## config.mk

```make
export PLATFORM = sky130hd
export DESIGN_NAME = dual_dac_input_latch
export DESIGN_NICKNAME = d
export VERILOG_FILES = /design/src/dac_latch_pkg.sv /design/src/pin_edge_if.sv /design/src/dual_dac_input_latch.sv /design/src/pin_sync.sv
export VERILOG_INCLUDE_DIRS = /design/src
export SDC_FILE = /design/constraint.sdc
export NUM_CORES = 1
export LEC_CHECK = 0
export BUFFER_PORTS_ARGS = -buffer_cell sky130_fd_sc_hd__buf_2
export CORE_MARGIN = 8
export CORE_UTILIZATION = 55
export DETAILED_ROUTE_END_ITERATION = 6
export GPL_TIMING_DRIVEN = 0
export PLACE_DENSITY_LB_ADDON = 0.1
export SLEW_MARGIN = 20
export SYNTH_ARGS = -nofsm -noshare
export SYNTH_HDL_FRONTEND = slang
export SYNTH_SLANG_ARGS = --single-unit
```

## constraint.sdc

```tcl
create_clock -name clk_sys -period 2.3 [get_ports clk_sys]
set_clock_uncertainty 0.2 [all_clocks]
set_input_delay 0.23 -clock clk_sys [delete_from_list [all_inputs] [get_ports clk_sys]]
set_output_delay 0.23 -clock clk_sys [all_outputs]
set_load 0.005 [all_outputs]
```

## src/dac_latch_consts.svh

```systemverilog
// Purpose: named constants for the dual converter input latch
// Assumes: included by bare name
// Notes: definitions only
`ifndef DAC_LATCH_CONSTS_SVH
`define DAC_LATCH_CONSTS_SVH
`define RES_BITS 14
`define MODE_DUAL 1'h1
`define MODE_INTERLEAVE 1'h0
`define SEL_CH1 1'h1
`define UPDATE_RATE_MHZ 125
`endif

```

## src/dac_latch_pkg.sv

```systemverilog
// Purpose: shared types for the dual converter input latch
// Assumes: one-hot state codes
// Notes: types only, constants live in the header
package dac_latch_pkg;
	typedef enum logic [1:0] {
		PH_HOLD = 2'h1,
		PH_ARMED = 2'h2
	} phase_t;
endpackage

```

## src/pin_edge_if.sv

```systemverilog
// Purpose: carries one synchronised pin and its rising edge
// Assumes: single clock domain
// Notes: driven by pin_sync, read by the top
`timescale 1ns/1ps
interface pin_edge_if;
	logic level;
	logic rise;
	modport src (output level, output rise);
	modport dst (input level, input rise);
endinterface

```

## src/dual_dac_input_latch.sv

```systemverilog
// Purpose: digital front end of a dual current-output converter
// Assumes: strobes and clocks sampled on clk_sys; pins are asynchronous
// Notes: analog transfer is off-chip; outputs carry the latched codes
// Summary of operation
// - dual-port: each channel has own data, write strobe, update clock
// - input words are unsigned straight binary, top bit most significant
// - output current is code over two to resolution times full scale
// - all ones gives full scale on primary, none on complement
// - capture by edge-triggered registers, never transparent latches
// - update every rising clock edge dual, every second interleaved
// - update clocks up to 125 MSPS per channel
// - any duty cycle works if each phase meets minimum width
// - two timing modes; interleaved reassigns control inputs
// - mode input high selects dual-port, low selects interleaved
// - write strobe loads input latch, update clock loads converter latch
// - interleaved strobe writes latch one when select high, else two
// - sync reset high blocks clock; first edge after, then every second
`timescale 1ns/1ps
`include "dac_latch_consts.svh"
module dual_dac_input_latch import dac_latch_pkg::*; #(
	parameter int WIDTH = `RES_BITS
) (
	input wire logic clk_sys,
	input wire logic srst,
	input wire logic mode_select,
	input wire logic [WIDTH-1:0] data_port1,
	input wire logic [WIDTH-1:0] data_port2,
	input wire logic write_strobe_ch1,
	input wire logic write_strobe_ch2,
	input wire logic update_clock_ch1,
	input wire logic update_clock_ch2,
	input wire logic code_ready,
	output logic [WIDTH-1:0] code_ch1,
	output logic [WIDTH-1:0] code_ch2,
	output logic [WIDTH-1:0] comp_code_ch1,
	output logic [WIDTH-1:0] comp_code_ch2,
	output logic code_valid,
	output logic input_ready,
	output logic loaded
);
	// sample rate bound: one update per clk_sys cycle at most
	localparam int MAX_UPDATE_MHZ = `UPDATE_RATE_MHZ;

	pin_edge_if wr1 ();
	pin_edge_if wr2 ();
	pin_edge_if ck1 ();
	pin_edge_if ck2 ();
	logic [2:0] mode_sync;
	logic [WIDTH-1:0] d1_s1, d1_s2, d2_s1, d2_s2;
	logic mode_dual;
	logic next_mode_dual;

	// control pins, edges counted so any duty cycle works
	pin_sync u_wr1 (.clk_sys(clk_sys), .srst(srst),
		.pin(write_strobe_ch1), .edge_o(wr1.src));
	pin_sync u_wr2 (.clk_sys(clk_sys), .srst(srst),
		.pin(write_strobe_ch2), .edge_o(wr2.src));
	pin_sync u_ck1 (.clk_sys(clk_sys), .srst(srst),
		.pin(update_clock_ch1), .edge_o(ck1.src));
	pin_sync u_ck2 (.clk_sys(clk_sys), .srst(srst),
		.pin(update_clock_ch2), .edge_o(ck2.src));

	// data delayed two stages to line up with the strobe edge
	always_ff @(posedge clk_sys) begin
		d1_s1 <= data_port1;
		d1_s2 <= d1_s1;
		d2_s1 <= data_port2;
		d2_s2 <= d2_s1;
	end

	// mode pin synchroniser; second and third stages must agree
	always_comb begin
		next_mode_dual = mode_dual;
		if (mode_sync[2] == mode_sync[1]) begin
			next_mode_dual = (mode_sync[2] == `MODE_DUAL);
		end
	end

	always_ff @(posedge clk_sys) begin
		if (srst) begin
			mode_sync <= 3'h7;
			mode_dual <= `MODE_DUAL;
		end else begin
			mode_sync <= {mode_sync[1:0], mode_select};
			mode_dual <= next_mode_dual;
		end
	end

	// input latches, converter latches and interleave phase
	logic [WIDTH-1:0] in1, in2, dac1, dac2;
	logic [WIDTH-1:0] next_in1, next_in2, next_dac1, next_dac2;
	logic got_wr, got_ck, next_got_wr, next_got_ck;
	phase_t phase, next_phase;
	logic upd, next_upd;

	always_comb begin
		next_in1 = in1;
		next_in2 = in2;
		next_dac1 = dac1;
		next_dac2 = dac2;
		next_phase = phase;
		next_got_wr = got_wr;
		next_got_ck = got_ck;
		next_upd = 1'h0;
		if (mode_dual) begin
			// channels fully independent
			if (wr1.rise) begin
				next_in1 = d1_s2;
				next_got_wr = 1'h1;
			end
			if (wr2.rise) begin
				next_in2 = d2_s2;
			end
			// clock edge takes the old input latch, before a same-edge write
			if (ck1.rise) begin
				next_dac1 = in1;
				next_upd = 1'h1;
				next_got_ck = 1'h1;
			end
			if (ck2.rise) begin
				next_dac2 = in2;
				next_upd = 1'h1;
			end
			next_phase = PH_ARMED;
		end else begin
			// ch1 strobe is write, ch2 strobe is select
			if (wr1.rise) begin
				next_got_wr = 1'h1;
				if (wr2.level == `SEL_CH1) begin
					next_in1 = d1_s2;
				end else begin
					next_in2 = d1_s2;
				end
			end
			// ch2 clock acts as sync reset
			if (ck2.level) begin
				next_phase = PH_ARMED;
			end else if (ck1.rise) begin
				case (phase)
					PH_ARMED: begin
						next_dac1 = in1;
						next_dac2 = in2;
						next_upd = 1'h1;
						next_got_ck = 1'h1;
						next_phase = PH_HOLD;
					end
					default: begin
						next_phase = PH_ARMED;
					end
				endcase
			end
		end
	end

	// latch data unreset: contents undefined until loaded
	always_ff @(posedge clk_sys) begin
		in1 <= next_in1;
		in2 <= next_in2;
		dac1 <= next_dac1;
		dac2 <= next_dac2;
	end

	always_ff @(posedge clk_sys) begin
		if (srst) begin
			phase <= PH_ARMED;
			got_wr <= 1'h0;
			got_ck <= 1'h0;
			upd <= 1'h0;
		end else begin
			phase <= next_phase;
			got_wr <= next_got_wr;
			got_ck <= next_got_ck;
			upd <= next_upd;
		end
	end

	// two-entry skid buffer toward the analog side; an update arriving while both entries are full is dropped
	logic [2*WIDTH-1:0] buf0, buf1, next_buf0, next_buf1;
	logic [1:0] cnt, next_cnt;
	logic push, pop;

	always_comb begin
		push = upd && cnt != 2'h2;
		pop = code_ready && cnt != 2'h0;
		next_buf0 = buf0;
		next_buf1 = buf1;
		next_cnt = cnt;
		case ({push, pop})
			2'h2: begin
				if (cnt == 2'h0) begin
					next_buf0 = {dac2, dac1};
				end else begin
					next_buf1 = {dac2, dac1};
				end
				next_cnt = cnt + 2'h1;
			end
			2'h1: begin
				next_buf0 = buf1;
				next_cnt = cnt - 2'h1;
			end
			2'h3: begin
				if (cnt == 2'h1) begin
					next_buf0 = {dac2, dac1};
				end else begin
					next_buf0 = buf1;
					next_buf1 = {dac2, dac1};
				end
			end
			default: begin
				next_cnt = cnt;
			end
		endcase
	end

	always_ff @(posedge clk_sys) begin
		if (srst) begin
			cnt <= 2'h0;
			buf0 <= '0;
			buf1 <= '0;
		end else begin
			cnt <= next_cnt;
			buf0 <= next_buf0;
			buf1 <= next_buf1;
		end
	end

	// outputs straight from flops; complement is all-ones minus code, except srst clears both to zero
	always_ff @(posedge clk_sys) begin
		if (srst) begin
			code_ch1 <= '0;
			code_ch2 <= '0;
			comp_code_ch1 <= '0;
			comp_code_ch2 <= '0;
			code_valid <= 1'h0;
			input_ready <= 1'h0;
			loaded <= 1'h0;
		end else begin
			code_ch1 <= next_buf0[WIDTH-1:0];
			code_ch2 <= next_buf0[2*WIDTH-1:WIDTH];
			comp_code_ch1 <= ~next_buf0[WIDTH-1:0];
			comp_code_ch2 <= ~next_buf0[2*WIDTH-1:WIDTH];
			code_valid <= next_cnt != 2'h0;
			input_ready <= next_cnt != 2'h2;
			loaded <= next_got_wr & next_got_ck;
		end
	end
endmodule // dual_dac_input_latch

```

## src/pin_sync.sv

```systemverilog
// Purpose: three-stage synchroniser with rising edge detect
// Assumes: srst synchronous active high
// Notes: stage one read only by stage two
`timescale 1ns/1ps
module pin_sync (
	input wire logic clk_sys,
	input wire logic srst,
	input wire logic pin,
	pin_edge_if.src edge_o
);
	logic [2:0] sync;
	logic [2:0] next_sync;
	logic level;
	logic next_level;

	// shift in, a change counts once stages two and three agree
	always_comb begin
		next_sync = {sync[1:0], pin};
		next_level = level;
		if (sync[2] == sync[1]) begin
			next_level = sync[2];
		end
	end

	always_ff @(posedge clk_sys) begin
		if (srst) begin
			sync <= 3'h0;
			level <= 1'h0;
		end else begin
			sync <= next_sync;
			level <= next_level;
		end
	end

	assign edge_o.level = level;
	assign edge_o.rise = next_level & ~level;
endmodule // pin_sync

```

==> results of run 1 <==
==> layout by cell type (no fill, tap or decap), types with 14 or more instances in the layout <==
master         synthesis  routed
clkbuf_1              19      24
mux2_2                19      19
mux2i_1               14      14
inv_1                 15      15
nor2_1                34      32
clkbuf_16              0      24
nand2_1               62      61
o21ai_0               22      21
dlygate4sd3_1          0      33
dfxtp_1              170     168
a21oi_1               53      53
nor2b_1               34      34
edfxtp_1              56      56
buf_2                 12      99
==> per-stage QoR <==
stage / utilization (%) / total power [mW]
after floorplan: - / 5.44
after global placement: 61.4 / 5.90
after detailed placement: 61.4 / 5.93
after CTS: 69.8 / 9.78
after global routing: 70.1 / 10.2
final: 70.1 / 9.75
==> power by group through the flow <==
stage                     Combinational (mW)  Sequential [mW]  Clock [mW]
final                                   1.57             4.41        3.78
after global routing                    1.71             4.43        4.04
after CTS                               1.52             4.41        3.85
after detailed placement                1.44             4.49           0
after global placement                  1.42             4.48           0
after floorplan                        0.954             4.49           0
==> layout make-up <==
type / instances / area [um^2]
Buffer: 43 / 245
Clock buffer: 36 / 686
Clock inverter: 6 / 98.8
Fill cell: 1000 / 4150
Inverter: 15 / 56.3
Multi-Input combinational cell: 371 / 2520
Sequential cell: 226 / 5090
Tap cell: 180 / 225
Timing Repair Buffer: 128 / 811
==> repair_timing <==
item,CTS,global route
buffers inserted,2,0
setup endpoints to repair,65,90
resized for setup,10,16
pin swaps,1,0
gates cloned,0,0
hold endpoints to repair,33,0
hold buffers,33,0
==> per-layer routing <==
| metal | share of wire [%] | vias to the layer above | global-route usage, % |
|---|---|---|---|
| li1 | - | 2645 | - |
| met2 | 48 | 236 | 32.3 |
| met5 | 0 | - | 0 |
| met1 | 41 | 2512 | 24.2 |
| met4 | 2.9 | 0 | 7.40 |
| met3 | 7.9 | 37 | 3.93 |
==> kinds of logic (layout without fill, tap and decap cells) <==
logic type | after synthesis | count (layout) | synth area share [%]
compound gates | 149 | 149 | 12.9
fa+ha+maj | 4 | 4 | 0.638
buf+inv | 58 | 228 | 3.61
flops | 226 | 226 | 64.9
mux | 41 | 41 | 6.00
simple gates | 177 | 177 | 12.0
==> worst paths after layout <==
path	cells after the start	end
worst max-delay path	7	comp_code_ch1[3]
worst min-delay path	0	d1_s2[12]
worst max register to register	7	comp_code_ch1[3]
worst min register to register	0	d1_s2[12]
==> run summary, run 1 <==
Status = completed
WP data required = 2.48 ns
Nets = 848
Routed via count = 5430
Post-synthesis register bit count = 226
Max-cap viol count = 0
Pin slew with the least headroom to its limit = 0.689 ns
Half-perimeter wire length after placement = 12.1 mm
Final Hold Vio Count = 0
Vias in the first global route = 5495
Register area share after synthesis = 64.9%
Worst hold path class = reg2reg
Post-Layout Cell Count = 1005
Die X = 135 um
Initial antenna violation count = 0
CTS Buffer Depth = 3
Worst Path Max Fanout = 10
H-tree depth = 1
Final wirelength = 17.7 mm
Crit Path Category = reg2reg
Max Fclk = 0.452 GHz
Sequential share of power = 45.2%
Post-synth top flop = dfxtp_1
CTS Root Cell = clkbuf_16
Post-synth top area cell = dfxtp_1
Clk slew on worst S/H paths = 0.06 ns
Syn Inst Count = 655
Critical Path Sink Type = flip-flop
GRT Residual Overflow = 0
Final hold slack = 0.118 ns
Setup WS pre-CTS = -0.172 ns
Die height = 135 um
Asr flop ratio synth = 0%
Core footprint = 13900 um^2
Sw frac = 25.4%
CP delay by family, top = buffers and inverters
Critical path startpoint category = flip-flop
CTS tree = done
Pleak = 3.77 nW
Pint = 7.27 mW
Total GRT Usage = 19.4%
Post-synth cell types = 51
Combinational fraction of design power = 16.1%
Clock share of power = 38.7%
Slack of the critical path = 0.0876 ns
R2R Setup Slk = 0.09 ns
Routed len/inst = 17.6 um
Syn_area_per_cell = 12.0 um^2
Max-slew headroom = 54.1%
Area of the mapped netlist = 7840 um^2
Crit path launch = cnt[1]
Drt drc = 0
Post-synth top cells = dfxtp_1, nand2_1, edfxtp_1
WP buf/inv = 4
Critical path cell sequence = inv_1 -> ha_2 -> buf_2 -> buf_2 -> clkbuf_4 -> o31ai_2 -> nor2b_1
Vias per cell = 5.40
Worst hold start = d1_s1[12]
Cts bufs inserted = 23
Post-DRT Antenna Nets = 0
Final setup vio count = 0
Fin area = 9730 um^2
Synth top area share = 43.4%
IO Count = 95
RR Startpoint = cnt[1]
Post-layout minimum cycle time = 2.21 ns
Top-count cell post-synth = dfxtp_1
Drt pass-1 iters = 5
Setup TNS = 0 ns
Sw Pwr = 2.48 mW
YS warnings = 0
DRT iter0 DRCs = 349
Period utilization = 96.2%
Final GP Congestion = 0.888
PortBufs = 93
Antenna cell count = 0
Placed cell count = 928
Crit path DAT = 2.39 ns
Fraction of layout cells with a size suffix above 1 = 25.2%
Maximum vdd drop = 0.000879 V
Synthesized Nets = 695
Max Slew Vio Count = 0
Post-synth EDFFs = 56
PD cells = 1000 nW/um^2
Crit path largest cell delay = 0.35 ns
Critical path's most frequent cell = buf_2
CP max stage cell = dfxtp_2
CTS sink count = 226
Clock latency on the worst-skew pair = 0.52 ns
Top cells by area, synth = dfxtp_1, edfxtp_1, a21oi_1
Die area = 18300 um^2
Largest net degree at the start of global routing = 17
First-pass GRT wire length = 28.5 mm
Starting density of the core = 56.5%
Post-place instance area = 8530 um^2
# rows = 43
Layout area overhead = 24.1%
No activity file was read; power rests on OpenSTA's default activity.
==> run 2, diff against run 1 <==
Settings changed: CORE_UTILIZATION 55 to 57, REMOVE_ABC_BUFFERS set to 1.
==> run summary, run 2 (synthesis results as in run 1) <==
Hold depth = 2 (+2)
Nets = 841 (-0.83%)
Fin area = 9910 um^2 (+1.9%)
Vias in the first global route = 5609 (+2.1%)
Vias per cell = 5.47 (+1.3%)
Starting density of the core = 57.4% (+0.89 points)
Max-slew headroom = 42.3% (-12 points)
Slack of the critical path = 0.0946 ns (+0.00697 ns)
Hold EP = got_wr
Critical path startpoint category = flip-flop
Max Slew Vio Count = 0 (unchanged)
Worst hold path class = in2reg
DRT iter0 DRCs = 363 (+4.0%)
Final Hold Vio Count = 0 (unchanged)
Period utilization = 95.9% (-0.30 points)
Initial antenna violation count = 0 (unchanged)
Post-place instance area = 8390 um^2 (-1.7%)
Routed len/inst = 17.6 um (+0.26%)
Final GP Congestion = 0.801 (-9.8%)
IO Count = 95 (unchanged)
Layout area overhead = 26.5%
R2R Setup Slk = 0.09 ns (about the same)
H-tree depth = 1 (unchanged)
Cts bufs inserted = 23 (unchanged)
Crit Path Category = reg2reg
First-pass GRT wire length = 27.9 mm (-2.3%)
CTS sink count = 226 (unchanged)
Drt pass-1 iters = 6 (+1)
Clock latency on the worst-skew pair = 0.50 ns (-0.02 ns)
# rows = 43 (unchanged)
Crit path DAT = 2.44 ns (+0.05 ns)
GRT Residual Overflow = 0 (unchanged)
Max Fclk = 0.453 GHz (+0.32%)
Post-DRT Antenna Nets = 0 (unchanged)
Die area = 17800 um^2 (-3.1%)
Total GRT Usage = 19.2% (-0.11 points)
Commonest non-fill, non-tap cells in the layout = dfxtp_1, buf_2, nand2_1
Clk slew on worst S/H paths = 0.06 ns (about the same)
Routed via count = 5456 (+0.48%)
Final wirelength = 17.6 mm (-0.54%)
Overall Power = 10.1 mW (+3.3%)
WP data required = 2.54 ns (+0.06 ns)
Post-layout minimum cycle time = 2.21 ns (-0.00697 ns)
Final setup vio count = 0 (unchanged)
CTS Buffer Depth = 3 (unchanged)
R2r worst-path depth = 6 (-1)
PD cells = 1020 nW/um^2 (+1.4%)
Largest net degree at the start of global routing = 59 (+42)
Die height = 133 um (-1.6%)
Fraction of layout cells with a size suffix above 1 = 28.3% (+3.1 points)
Setup TNS = 0 ns (unchanged)
Drt drc = 0 (unchanged)
Critical Path Sink Type = flip-flop
Commonest non-fill, non-tap cell in the layout = dfxtp_1
Antenna cell count = 0 (unchanged)
Maximum vdd drop = 0.000841 V (-4.2%)
Max-cap viol count = 0 (unchanged)
CTS Root Cell = clkbuf_16
Pin slew with the least headroom to its limit = 0.866 ns (+0.177 ns)
PortBufs = 94 (+1.1%)
Status = completed
Worst Path Max Fanout = 28 (+18)
Setup WS pre-CTS = -1.23 ns (-1.06 ns)
Pleak = 3.86 nW (+2.5%)
Core footprint = 13700 um^2 (-1.6%)
RSZ-0062 raised after global routing = false
CTS tree = done
RR Startpoint = cnt[0]
Die X = 133 um (-1.6%)
Worst hold start = srst
Half-perimeter wire length after placement = 10.3 mm (-15%)
run 2: cell types whose count changed in the layout (fill, tap and decap cells not counted), sizes merged:
cell	previous run	this run
bufinv	2	1
buf	114	129
clkbuf	60	33
clkinvlp	0	2
and2b	1	2
inv	17	16
nand2b	2	3
clkinv	2	4
run 2: what timing repair did:
item / in CTS / in global routing
setup endpoints to repair: 147 / 74
hold endpoints to repair: 33 / 0
gates cloned: 2 / 0
resized for setup: 22 / 8
pin swaps: 5 / 3
hold buffers: 33 / 0
buffers inserted: 25 / 7
run 2: stage by stage:
| stage | utilization, % | hold WS [ns] | std cells |
|---|---|---|---|
| after floorplan | - | 0.0577 | 612 |
| after CTS | 72.0 | 0.0117 | 990 |
| after global placement | 60.8 | 0.111 | 886 |
| final | 72.5 | 0.0190 | 997 |
| after global routing | 72.5 | 0.0331 | 997 |
| after detailed placement | 61.4 | 0.112 | 889 |
run 2: worst max-delay path by stage:
stage / from / end
5_1_grt: cnt[0] / comp_code_ch2[13]
4_1_cts: cnt[1] / flip-flop
3_3_place_gp: cnt[1] / flip-flop
2_1_floorplan: cnt[1] / flip-flop
6_report: cnt[0] / flip-flop
3_5_place_dp: cnt[0] / flip-flop
run 2: worst max-delay path, cell delays in order (launching register included):
cell and delay (ns):
dfxtp_4 0.40, inv_1 0.11, ha_4 0.21, buf_16 0.18
nand2b_4 0.25, a21oi_1 0.57, a22o_1 0.22
run 2: layout make-up:
cell class                 instances  area [um^2]
sequential                       226         5090
inverter                          15         56.3
multi-input combinational        373         2610
clock buffer                      33          706
tap                              180          225
fill                             969         3750
timing repair buffer             162         1150
clock inverter                     8         73.8
run 2: metal layers:
layer,track usage (%),routed length [um]
met4,8.36,528
met2,34.2,8860
met3,4.67,1130
met1,21.4,7080
met5,0,0
run 2: power by group:
part           leakage [nW]  internal, mW  switching, mW
Sequential             1.91          4.30          0.113
Combinational          1.57         0.945          0.995
Clock                 0.382          2.25           1.47
Total                  3.86          7.50           2.58
==> run 3, diff against run 2 <==
Settings changed: CORE_MARGIN 8 to 4, SLEW_MARGIN 20 to unset.
==> run summary, run 3 (synthesis results as in run 1) <==
Status = completed
Commonest non-fill, non-tap cells in the layout = dfxtp_1, buf_2, nand2_1
Routed via count = 5431 (-0.46%)
DRT iter0 DRCs = 556 (+53%)
Worst Path Max Fanout = 52 (+86%)
Crit path DAT = 2.36 ns (-0.08 ns)
Fraction of layout cells with a size suffix above 1 = 26.6% (-1.7 points)
Clk slew on worst S/H paths = 0.06 ns (about the same)
Area of the multi-input gates = 2620 um^2 (+0.24%)
Final Hold Vio Count = 0 (unchanged)
Final hold slack = 0.126 ns (+0.107 ns)
Nets = 833 (-0.95%)
Max Fclk = 0.456 GHz (+0.62%)
Post-DRT Antenna Nets = 0 (unchanged)
Final GP Congestion = 0.798 (-0.42%)
Largest net degree at the start of global routing = 71 (+20%)
Final setup vio count = 0 (unchanged)
Stages on worst setup path = 7 (+1)
Hold depth = 0 (-2)
Antenna cell count = 0 (unchanged)
WP buf/inv = 2 (unchanged)
CP max stage cell = or4b_1
# rows = 42 (-2.3%)
Core footprint = 13300 um^2 (-2.3%)
PD cells = 995 nW/um^2 (-2.1%)
Max-cap viol count = 0 (unchanged)
Setup WS pre-CTS = -1.32 ns (-0.0886 ns)
CTS Buffer Depth = 3 (unchanged)
Max-slew headroom = 45.7% (+3.5 points)
Vias in the first global route = 5430 (-3.2%)
Commonest non-fill, non-tap cell in the layout = dfxtp_1
Max Slew Vio Count = 0 (unchanged)
Layout area overhead = 25.6%
Drt pass-1 iters = 6 (unchanged)
Cts bufs inserted = 22 (-4.3%)
Die area = 15700 um^2 (-12%)
CP delay by family, top = simple AND/OR/NAND/NOR gates
Crit Path Category = reg2reg
IO Count = 95 (unchanged)
Total GRT Usage = 21.3% (+2.1 points)
Post-layout minimum cycle time = 2.19 ns (-0.0136 ns)
PortBufs = 94 (unchanged)
Maximum vdd drop = 0.000786 V (-6.6%)
Initial antenna violation count = 0 (unchanged)
Overall Power = 9.80 mW (-2.7%)
Pleak = 3.81 nW (-1.3%)
GRT Residual Overflow = 0 (unchanged)
First-pass GRT wire length = 27.6 mm (-0.87%)
Worst hold path class = reg2reg
Pin slew with the least headroom to its limit = 0.814 ns (-0.0521 ns)
FF+latch area = 5090 um^2 (unchanged)
Vias per cell = 5.51 (+0.75%)
Filler cells = 889 (-8.3%)
Starting density of the core = 58.7% (+1.4 points)
Final wirelength = 17.0 mm (-3.3%)
Half-perimeter wire length after placement = 9.68 mm (-6.0%)
Routed len/inst = 17.3 um (-2.1%)
Critical path startpoint category = flip-flop
WP data required = 2.47 ns (-0.07 ns)
CTS sink count = 226 (unchanged)
CTS tree = done
R2r worst-path depth = 7 (+1)
CTS Root Cell = clkbuf_16
H-tree depth = 1 (unchanged)
Die X = 125 um (-6.0%)
Slack of the critical path = 0.108 ns (+0.0136 ns)
Period utilization = 95.3% (-0.59 points)
Clock latency on the worst-skew pair = 0.50 ns (about the same)
Die height = 125 um (-6.0%)
RSZ-0062 raised after global routing = false
Crit path largest cell delay = 0.53 ns (-0.04 ns)
Drt drc = 0 (unchanged)
Critical Path Sink Type = flip-flop
Critical path cell sequence = inv_1 -> ha_2 -> buf_12 -> or4b_1 -> o2111ai_1 -> o21ai_1 -> nor2b_1
==> run 3: power breakdown <==
| part | switching [mW] | internal [mW] | leakage [nW] |
|---|---|---|---|
| combinational | 0.923 | 0.772 | 1.52 |
| clock | 1.46 | 2.23 | 0.373 |
| sequential | 0.112 | 4.30 | 1.91 |
| total | 2.49 | 7.31 | 3.81 |
==> run 3: layout make-up <==
cell class / instances / area share, %
flip-flops and latches: 226 / 51.7
multi-input cells: 374 / 26.6
repair buffers: 154 / 11.1
clock buffers: 31 / 6.67
well taps: 176 / 2.24
clock inverters: 9 / 1.17
inverters: 15 / 0.572
==> run 3: worst paths after layout <==
kind | startpoint | endpoint | slack (ns)
worst max-delay path | cnt[0] | flip-flop | 0.11
worst min-delay path | d2_s1[8] | d2_s2[8] | 0.13
worst max register to register | cnt[0] | flip-flop | 0.11
worst min register to register | d2_s1[8] | d2_s2[8] | 0.13
==> run 3: per-layer routing <==
metal | share of wire (%) | wire [um] | up-vias | track usage [%]
li1 | - | - | 2623 | -
met1 | 42 | 7170 | 2571 | 27.7
met2 | 48 | 8200 | 194 | 36.0
met3 | 6.0 | 1030 | 43 | 4.14
met4 | 3.6 | 612 | 0 | 7.46
met5 | 0 | 0 | - | 0
==> run 3: worst register-to-register path, cell delays in order (launching register included) <==
cell	delay, ns
dfxtp_4	0.40
inv_1	0.10
ha_2	0.20
buf_12	0.20
or4b_1	0.55
o2111ai_1	0.11
o21ai_1	0.15
nor2b_1	0.17
==> run 3: through the flow <==
step	setup TNS, ns	utilization, %	std cells	cell area, um^2
after floorplan	-32.14	-	612	7610
after detailed placement	-93.64	62.6	884	8360
after CTS	0	73.3	981	9780
after global placement	-123.23	62.2	882	8300
final	0	73.8	985	9840
after global routing	0	73.8	985	9840
==> run 3: what timing repair did <==
item                                   in CTS  in global routing
gates resized for setup                    26                  6
hold buffers                               38                  0
cloned                                      2                  1
endpoints found under the hold margin      59                  0
pin swaps                                   4                  1
setup endpoints to repair                 133                 44
setup buffers                              17                  3
